[src/scpc_pkg.sv]
// package for the spread clock and multiplying pll control block
// assumes an 8-bit register port with byte offsets on one page
package scpc_pkg;
  localparam logic [7:0] SCPC_ADDR_OPT = 8'h1B;
  localparam logic [7:0] SCPC_ADDR_MUL = 8'h1C;
  localparam logic [7:0] SCPC_ADDR_DIV = 8'h1D;
  localparam logic [7:0] SCPC_ADDR_HLD = 8'h1E;
  localparam logic [7:0] SCPC_RST_OPT = 8'h02;
  localparam logic [7:0] SCPC_RST_MUL = 8'h00;
  localparam logic [7:0] SCPC_RST_DIV = 8'h00;
  localparam logic [7:0] SCPC_RST_HLD = 8'h00;
  localparam int SCPC_B_LOAD = 7;
  localparam int SCPC_B_FIFO_SYNC = 6;
  localparam int SCPC_B_WAVE_SYNC = 5;
  localparam int SCPC_B_OVR2 = 4;
  localparam int SCPC_B_OVR1 = 3;
  localparam int SCPC_B_MAXRATE = 2;
  localparam int SCPC_B_FIFO_RST = 7;
  localparam int SCPC_HLD_W = 7;
  localparam logic [8:0] SCPC_ONE9 = 9'h001;
  localparam logic [6:0] SCPC_ZERO7 = 7'h00;

  typedef enum logic [1:0] {
    SCPC_MODE_OUT_MUL = 2'b00,
    SCPC_MODE_ALL_MUL = 2'b01,
    SCPC_MODE_OFF = 2'b10,
    SCPC_MODE_ALL_NOMUL = 2'b11
  } scpc_mode_e;

  typedef struct packed {
    logic wr;
    logic [7:0] addr;
    logic [7:0] data;
  } scpc_wr_s;

  typedef struct packed {
    logic spread_all;
    logic spread_out;
    logic mult_en;
    logic pll_en;
  } scpc_mode_s;
endpackage

[src/scpc_holdoff.sv]
// delayed one-shot: fires a pulse a programmed number of cycles after a trigger
// assumes the trigger is already synchronised to i_clk
`timescale 1ns/1ps
`default_nettype none
module scpc_holdoff #(
  parameter int W = 7
) (
  input wire logic i_clk,
  input wire logic i_rst,
  input wire logic i_ce,
  input wire logic i_trig,
  input wire logic [W-1:0] i_delay,
  output logic o_fire
);
  logic [W-1:0] cnt_q;
  logic busy_q;
  logic fire_q;
  wire logic zero_now;
  wire logic done;
  // a zero delay fires one cycle after the trigger; a retrigger restarts the wait
  assign zero_now = i_trig && (i_delay == {W{1'b0}});
  assign done = busy_q && !i_trig && (cnt_q == {{(W-1){1'b0}}, 1'b1});
  always_ff @(posedge i_clk) begin
    if (i_rst) begin
      cnt_q <= '0;
      busy_q <= 1'b0;
      fire_q <= 1'b0;
    end else if (i_ce) begin
      fire_q <= zero_now || done;
      if (i_trig) begin
        cnt_q <= i_delay;
        busy_q <= !zero_now;
      end else if (busy_q) begin
        cnt_q <= cnt_q - {{(W-1){1'b0}}, 1'b1};
        busy_q <= !done;
      end
    end
  end
  assign o_fire = fire_q;
endmodule
`default_nettype wire

[src/scpc_top.sv]
// spread clock modulator and multiplying pll control registers and strobes
// assumes a synchronous byte write/read port and a line sync pulse already
// synchronised to the converter clock
//
// Summary of operation
// (RQ1) option bit 7 loads spreading machine, self-clears
// (RQ2) spreading enable rising also loads machine
// (RQ3) bit 6 adds fifo reset at sync
// (RQ4) software sets bit 6 only in slave mode
// (RQ5) bit 5 restarts spread waveform at sync
// (RQ6) bit 4 forces second pll lock high
// (RQ7) bit 3 forces first pll lock high
// (RQ8) bit 2 forces maximum modulation rate
// (RQ9) pll mode resets to 10, all off
// (RQ10) modes 11, 01, 00 select spread scope
// (RQ11) multiplier is register plus one
// (RQ12) divider is register plus one
// (RQ13) fifo control bit 7 forces fifo reset
// (RQ14) sync resets delayed by 7-bit holdoff
// (RQ15) software disables spreading before changing settings
// (RQ16) command bits pulse once, read back zero
`timescale 1ns/1ps
`default_nettype none
module scpc_top
  import scpc_pkg::*;
#(
  parameter int HLD_W = SCPC_HLD_W
) (
  input wire logic i_clk,
  input wire logic i_rst,
  input wire logic i_ce,
  input wire scpc_pkg::scpc_wr_s i_wr,
  input wire logic [7:0] i_rd_addr,
  input wire logic i_spread_en,
  input wire logic i_line_sync_pulse,
  input wire logic i_first_pll_lock,
  input wire logic i_second_pll_lock,
  output logic [7:0] o_rd_data,
  output logic o_sm_load,
  output logic o_fifo_reset,
  output logic o_wave_reset,
  output logic o_first_pll_locked,
  output logic o_second_pll_locked,
  output logic o_max_modulation_rate,
  output scpc_pkg::scpc_mode_s o_mode,
  output logic [8:0] o_mult_m,
  output logic [8:0] o_div_n
);
  import scpc_pkg::*;

  // ----------------------------------------------------------------
  // register file
  // ----------------------------------------------------------------
  logic [6:0] opt_q;
  logic [7:0] mul_q;
  logic [7:0] div_q;
  logic [6:0] hld_q;
  logic en_q;
  wire logic wr_opt;
  wire logic wr_mul;
  wire logic wr_div;
  wire logic wr_hld;
  wire logic load_cmd;
  wire logic fifo_cmd;
  wire logic en_rise;
  wire logic sync_fire;
  wire logic [7:0] rd_mux;
  wire scpc_mode_s mode_dec;

  // address decode
  assign wr_opt = i_wr.wr && (i_wr.addr == SCPC_ADDR_OPT);
  assign wr_mul = i_wr.wr && (i_wr.addr == SCPC_ADDR_MUL);
  assign wr_div = i_wr.wr && (i_wr.addr == SCPC_ADDR_DIV);
  assign wr_hld = i_wr.wr && (i_wr.addr == SCPC_ADDR_HLD);
  assign load_cmd = wr_opt && i_wr.data[SCPC_B_LOAD]; // RQ1
  assign fifo_cmd = wr_hld && i_wr.data[SCPC_B_FIFO_RST]; // RQ13
  assign en_rise = i_spread_en && !en_q; // RQ2

  // command bits are never stored, so they always read back as zero
  always_ff @(posedge i_clk) begin
    if (i_rst) begin
      opt_q <= SCPC_RST_OPT[6:0]; // RQ9
      mul_q <= SCPC_RST_MUL;
      div_q <= SCPC_RST_DIV;
      hld_q <= SCPC_RST_HLD[6:0];
      en_q <= 1'b0;
    end else if (i_ce) begin
      en_q <= i_spread_en;
      if (wr_opt) opt_q <= i_wr.data[6:0];
      if (wr_mul) mul_q <= i_wr.data;
      if (wr_div) div_q <= i_wr.data;
      if (wr_hld) hld_q <= i_wr.data[6:0];
    end
  end

  // read mux; unmapped offsets read zero
  assign rd_mux = (i_rd_addr == SCPC_ADDR_OPT) ? {1'b0, opt_q} : // RQ16
                  (i_rd_addr == SCPC_ADDR_MUL) ? mul_q :
                  (i_rd_addr == SCPC_ADDR_DIV) ? div_q :
                  (i_rd_addr == SCPC_ADDR_HLD) ? {1'b0, hld_q} : 8'h00;

  // ----------------------------------------------------------------
  // line sync holdoff
  // ----------------------------------------------------------------
  // one shared delay serves both sync resets, as they share one holdoff
  scpc_holdoff #(.W(HLD_W)) u_hold (
    .i_clk(i_clk),
    .i_rst(i_rst),
    .i_ce(i_ce),
    .i_trig(i_line_sync_pulse),
    .i_delay(hld_q[HLD_W-1:0]), // RQ14
    .o_fire(sync_fire)
  );

  // mode decode
  assign mode_dec.spread_all = (opt_q[1:0] == SCPC_MODE_ALL_MUL) ||
                               (opt_q[1:0] == SCPC_MODE_ALL_NOMUL); // RQ10
  assign mode_dec.spread_out = (opt_q[1:0] != SCPC_MODE_OFF);
  assign mode_dec.mult_en = (opt_q[1:0] == SCPC_MODE_ALL_MUL) ||
                            (opt_q[1:0] == SCPC_MODE_OUT_MUL);
  assign mode_dec.pll_en = (opt_q[1:0] != SCPC_MODE_OFF);

  // ----------------------------------------------------------------
  // output registers
  // ----------------------------------------------------------------
  always_ff @(posedge i_clk) begin
    if (i_rst) begin
      o_rd_data <= 8'h00;
      o_sm_load <= 1'b0;
      o_fifo_reset <= 1'b0;
      o_wave_reset <= 1'b0;
      o_first_pll_locked <= 1'b0;
      o_second_pll_locked <= 1'b0;
      o_max_modulation_rate <= 1'b0;
      o_mode <= '0;
      o_mult_m <= SCPC_ONE9;
      o_div_n <= SCPC_ONE9;
    end else if (i_ce) begin
      o_rd_data <= rd_mux;
      o_sm_load <= load_cmd || en_rise; // RQ1 RQ2 RQ16
      // spreading start also resets fifo
      o_fifo_reset <= fifo_cmd || load_cmd || en_rise ||
                      (sync_fire && opt_q[SCPC_B_FIFO_SYNC]); // RQ3 RQ13
      o_wave_reset <= sync_fire && opt_q[SCPC_B_WAVE_SYNC]; // RQ5
      o_second_pll_locked <= i_second_pll_lock || opt_q[SCPC_B_OVR2]; // RQ6
      o_first_pll_locked <= i_first_pll_lock || opt_q[SCPC_B_OVR1]; // RQ7
      o_max_modulation_rate <= opt_q[SCPC_B_MAXRATE]; // RQ8
      o_mode <= mode_dec; // RQ10
      o_mult_m <= {1'b0, mul_q} + SCPC_ONE9; // RQ11
      o_div_n <= {1'b0, div_q} + SCPC_ONE9; // RQ12
    end
  end
endmodule
`default_nettype wire

[config.mk]
export PLATFORM = sky130hd
export DESIGN_NAME = scpc_top
export DESIGN_NICKNAME = d
export VERILOG_FILES = /design/src/scpc_pkg.sv /design/src/scpc_holdoff.sv /design/src/scpc_top.sv
export SDC_FILE = /design/constraint.sdc
export NUM_CORES = 1
export LEC_CHECK = 0
export BUFFER_PORTS_ARGS = -buffer_cell sky130_fd_sc_hd__buf_2
export CORE_AREA = 2 2 83 85
export CTS_CLUSTER_DIAMETER = 30
export DETAILED_ROUTE_END_ITERATION = 8
export DIE_AREA = 0 0 85 87
export PLACE_DENSITY = 0.87
export RECOVER_POWER = 100
export SLEW_MARGIN = 10
export SYNTH_ARGS = -nofsm -noshare
export SYNTH_HDL_FRONTEND = slang
export SYNTH_HIERARCHICAL = 1
export SYNTH_SLANG_ARGS = --single-unit
[constraint.sdc]
create_clock -name i_clk -period 3.9 [get_ports i_clk]
set_input_delay 0.78 -clock i_clk [delete_from_list [all_inputs] [get_ports i_clk]]
set_output_delay 0.78 -clock i_clk [all_outputs]
set_load 0.005 [all_outputs]
## Word-level counts from Yosys, hierarchy flattened

Cells that the tools add are included.

- Register bits: 75
- Latch bits: 0
- Memory bits (writable): 0
- ROM bits: 0
- Output and inout bits: 36
- Memories kept: 0

- Add/sub/neg operators: 3
- $mul: 0
- Divide/modulo/power cells: 0
- Order comparisons: 0
- Eq/ne operators: 12
- Shift operators: 0
- Mux-type cells: 8
- Bitwise logic cells: 0
- Reductions and logical operators: 33

Operators by type and width:

| cell | number |
|---|---|
| 8-bit by 5-bit equality test with 1-bit output, second input constant | 8 |
| 8-bit 2-to-1 mux | 3 |
| 7-bit 2-to-1 mux | 3 |
| 8-bit by 1-bit adder with 9-bit output, second input constant | 2 |
| 1-bit logical AND | 12 |
| 2-bit AND reduction | 5 |
| 1-bit logical OR | 9 |
| 7-bit by 1-bit equality test with 1-bit output, second input constant | 1 |
| 7-bit zero test | 1 |
| 7-bit by 1-bit subtractor with 7-bit output, second input constant | 1 |
| 1-bit zero test | 4 |
| 2-bit by 1-bit equality test with 1-bit output, second input constant | 1 |
| 2-bit equality test, second input constant | 1 |
| 2-bit zero test | 1 |
| 1-bit 2-to-1 mux | 2 |
| 2-bit != test, second input constant | 1 |
| 2-bit nonzero test | 1 |

## Logic depth before layout (Yosys ltp)

- Word-level depth: 6
- Depth in mapped cells: 6

## Hierarchy

Netlist, hierarchy kept.

Modules (own cells, without submodules):

| module | times used | cells an instance | area an instance (um^2) | sequential area each (um^2) |
|---|---|---|---|---|
| scpc_top | 1 | 310 | 2861.5 | 1321.3 |
| scpc_holdoff | 1 | 73 | 606.8 | 180.2 |

## Worst setup path before layout

No wires, ideal clock.

- Path type: input to register
- From: input port i_ce
- To: register hld_q[0]
- Library setup time: 128 ps
- Arrival time: 1681 ps
- Data required time: 3772 ps
- Slack: 2091 ps
- Stages on the path: 6
- Cell sequence: buf_4 -> and4bb_1 -> and4b_1 -> buf_6 -> mux2i_1 -> nor2_1

- Longest elaborated chain between the ends: 1

Ends and longest elaborated chain:

| item | RTL line | source |
|---|---|---|
| start: declaration | scpc_top.sv:31 | `input wire logic i_ce,` |
| 2-bit AND reduction (no source line) | n/a |  |
| end signal: assignment | scpc_top.sv:85 | `hld_q <= SCPC_RST_HLD[6:0];` |
| end signal: assignment | scpc_top.sv:92 | `if (wr_hld) hld_q <= i_wr.data[6:0];` |
| end: declaration | scpc_top.sv:57 | `logic [6:0] hld_q;` |

Every way passes these cells.
A chain may end at the register's enable or synchronous reset.

## Final worst setup path

- From: input port i_ce
- To: register opt_q[1]

- Longest elaborated chain between the ends: 1

Ends and longest elaborated chain:

| item | RTL line | source |
|---|---|---|
| 2-bit AND reduction (no source line) | n/a |  |
| end signal: assignment | scpc_top.sv:82 | `opt_q <= SCPC_RST_OPT[6:0];` |
| end signal: assignment | scpc_top.sv:89 | `if (wr_opt) opt_q <= i_wr.data[6:0];` |
| end: declaration | scpc_top.sv:54 | `logic [6:0] opt_q;` |

Every way passes these cells.

==> flow_metrics.tcl <==
set metrics [dict create \
    synthFlopType "dfxtp_1" \
    yosysUniqueCellTypes 52 \
    final_cell_mix "dfxtp_1, nor2_1, buf_2" \
    clk_pin_slew_ns 0.08 \
    grt_pass1_vias 2976 \
    hold_ws_ns 0.4771 \
    overflow 0 \
    numCtsBuffers 9 \
    synth-async-reset-ratio 0 \
    vias 3143 \
    crit_fanout 31 \
    drv_slew 0 \
    die_w_um 85 \
    ys_ff_latch 75 \
    dr.pass1.iters 5 \
    wirelength_um 8977 \
    mostFrequentLayoutCell "dfxtp_1" \
    fin_util 0.6059 \
    ys_seq_area_frac 0.4329 \
    diodes 0 \
    drive_gt1_frac 0.1596 \
    relSlewSlack 0.1221 \
    grt_max_degree 43 \
    io_pins 68 \
    design.core.area_um2 6569 \
    cts-hold-fix-buffers 0 \
    grt_busiest_layer "met2" \
    setup_viol 0 \
    port_buffers 67 \
    start_util 0.5280 \
    antenna_found_initial 0 \
    ant_nets 0 \
    routed_via_density 5.987 \
    post_cts_buffers 0 \
    die_area_um2 7395 \
    clock_sinks 75 \
    clockBufferDepth 2 \
    use_met3 0.05024 \
    wl_per_cell_um 17.10 \
    min_period_ns 2.813 \
    synth_edf_count 0 \
    endpoint_kind "register" \
    die_h_um 87 \
    hold_viol_final 0 \
    post_cts_resized 0 \
    final.setup.tns_ns 0 \
    avgSynthCellArea_um2 9.056 \
    holdCritPathClass "register to register" \
    crit_type "input port to register" \
    leakagePower_nw 1.668 \
    required_ns 4.11 \
    r2r_start "mul_q[1]$_SDFFE_PP0P_" \
    yosys_warnings 6 \
    rsz0062_at_grt "no" \
    grt_pass1_wl_um 14460 \
    fin_crit_sh 0.7212 \
    grtUsageMet1 0.3150 \
    placed_cells 510 \
    startpoint "i_ce" \
    fin_nets 477 \
    finalClockSkew_ns 0.008434 \
    syn-num-nets 419 \
    cts_tree "yes" \
    placementRows 30 \
    max_cap_violations 0 \
    crit_arrival_ns 3.03 \
    synthCells 383 \
    synth_area_um2 3468 \
    powerDensity_nw_per_um2 397.4 \
    clkLatencyLatePin_ns 0.36 \
    grt_use_met2 0.4055 \
    hp-start "o_sm_load$_SDFFE_PP0P_" \
    max_freq_mhz 355.5 \
    vdd.ir_drop.worst_v 0.0002788 \
    tightest_slew_ns 1.317 \
    cts-root-buf "clkbuf_8" \
    post-dp-hpwl_um 6142 \
    routabilityCongestion 0.8275 \
    drc 0 \
    status "finished, final reports clean" \
    drtIter0Drc 312 \
    final_cells 525 \
    area_delta_synth_final_pct 14.75 \
    grt_usage 0.2478 \
    cts_max_level 3 \
    startpoint_type "input port" \
]
## area by class of cell
cell class | instances | area (um2)
clock inverters | 6 | 90.09
multi-input cells | 268 | 1772
fillers | 559 | 2589
inverters | 18 | 67.56
well taps | 80 | 100.1
repair buffers | 69 | 325.3
flip-flops and latches | 75 | 1501
clock buffers | 9 | 123.9
## cell families after synthesis
kind of cell,after synthesis,synth area share
flip-flops,75,0.4329
buffers and inverters,40,0.05122
XOR/XNOR,13,0.03283
AO/OA/AOI/OAI,80,0.1530
multiplexers,35,0.1014
adder cells (fa/ha/maj),4,0.01443
AND/OR/NAND/NOR,136,0.2143
## where the power goes
group	internal, W	switching, W
logic	0.0000501	0.0000769
registers	0.000781	0.0000120
clock network	0.000359	0.000303
## flip-flops by register name (all words and copies together), names as in the netlist
signal / cells
div_q: 8
en_q: 1
u_hold/cnt_q: 7
o_max_modulation_rate: 1
o_sm_load: 1
o_second_pll_locked: 1
mul_q: 8
o_fifo_reset: 1
o_mult_m: 9
u_hold/o_fire: 1
opt_q: 7
hld_q: 7
u_hold/busy_q: 1
o_wave_reset: 1
o_rd_data: 8
o_div_n: 9
o_first_pll_locked: 1
o_mode: 3
## cells in the mapped netlist, types with 3 or more instances
cell	count	area share
nand2b_1	3	0.0054
nor3b_1	3	0.0065
and4_1	3	0.0076
and3_1	4	0.0072
nor2_1	66	0.071
nand4_1	6	0.011
dfxtp_1	75	0.43
mux2i_1	34	0.098
a31oi_1	3	0.0054
ha_1	4	0.014
a22oi_1	9	0.019
xor2_1	11	0.028
buf_2	4	0.0058
nand3_1	9	0.013
o22ai_1	7	0.013
nor2b_1	9	0.016
nand2_1	8	0.0087
a211oi_1	18	0.039
clkbuf_1	12	0.013
nand4b_1	3	0.0076
nor3_1	4	0.0058
nand3b_1	3	0.0065
o21ai_0	24	0.035
buf_4	4	0.0087
a21oi_1	8	0.012
inv_1	18	0.019
## critical path: stages
cell,delay [ns]
clkbuf_1,0.93
nand4_1,0.82
nor3_1,0.38
a21oi_1,0.10
## metal layers
layer  vias to the layer above  wire, um
li1                       1484         -
met1                      1492      3910
met2                       144      4270
met3                        23       581
met4                         0       214
met5                         -         0
## worst paths after layout
check,to,slack [ns],cells past startpoint
hold / removal,o_sm_load$_SDFFE_PP0P_,0.48,2
setup / recovery,opt_q[1]$_SDFFE_PP1P_,1.09,4
setup reg to reg,o_mult_m[4]$_SDFFE_PP0P_,2.47,4
hold reg to reg,o_sm_load$_SDFFE_PP0P_,0.48,2
## stage by stage
stage | area (um2) | worst slack (ns) | total power (W)
2_1_floorplan | 3468 | 2.091 | 0.0008888
3_3_place_gp | 3809 | 1.351 | 0.0009341
3_5_place_dp | 3809 | 1.305 | 0.0009375
4_1_cts | 4023 | 1.651 | 0.001582
5_1_grt | 3980 | 0.8823 | 0.001636
6_report | 3980 | 1.087 | 0.001582
No activity file was read; power rests on OpenSTA's default activity.
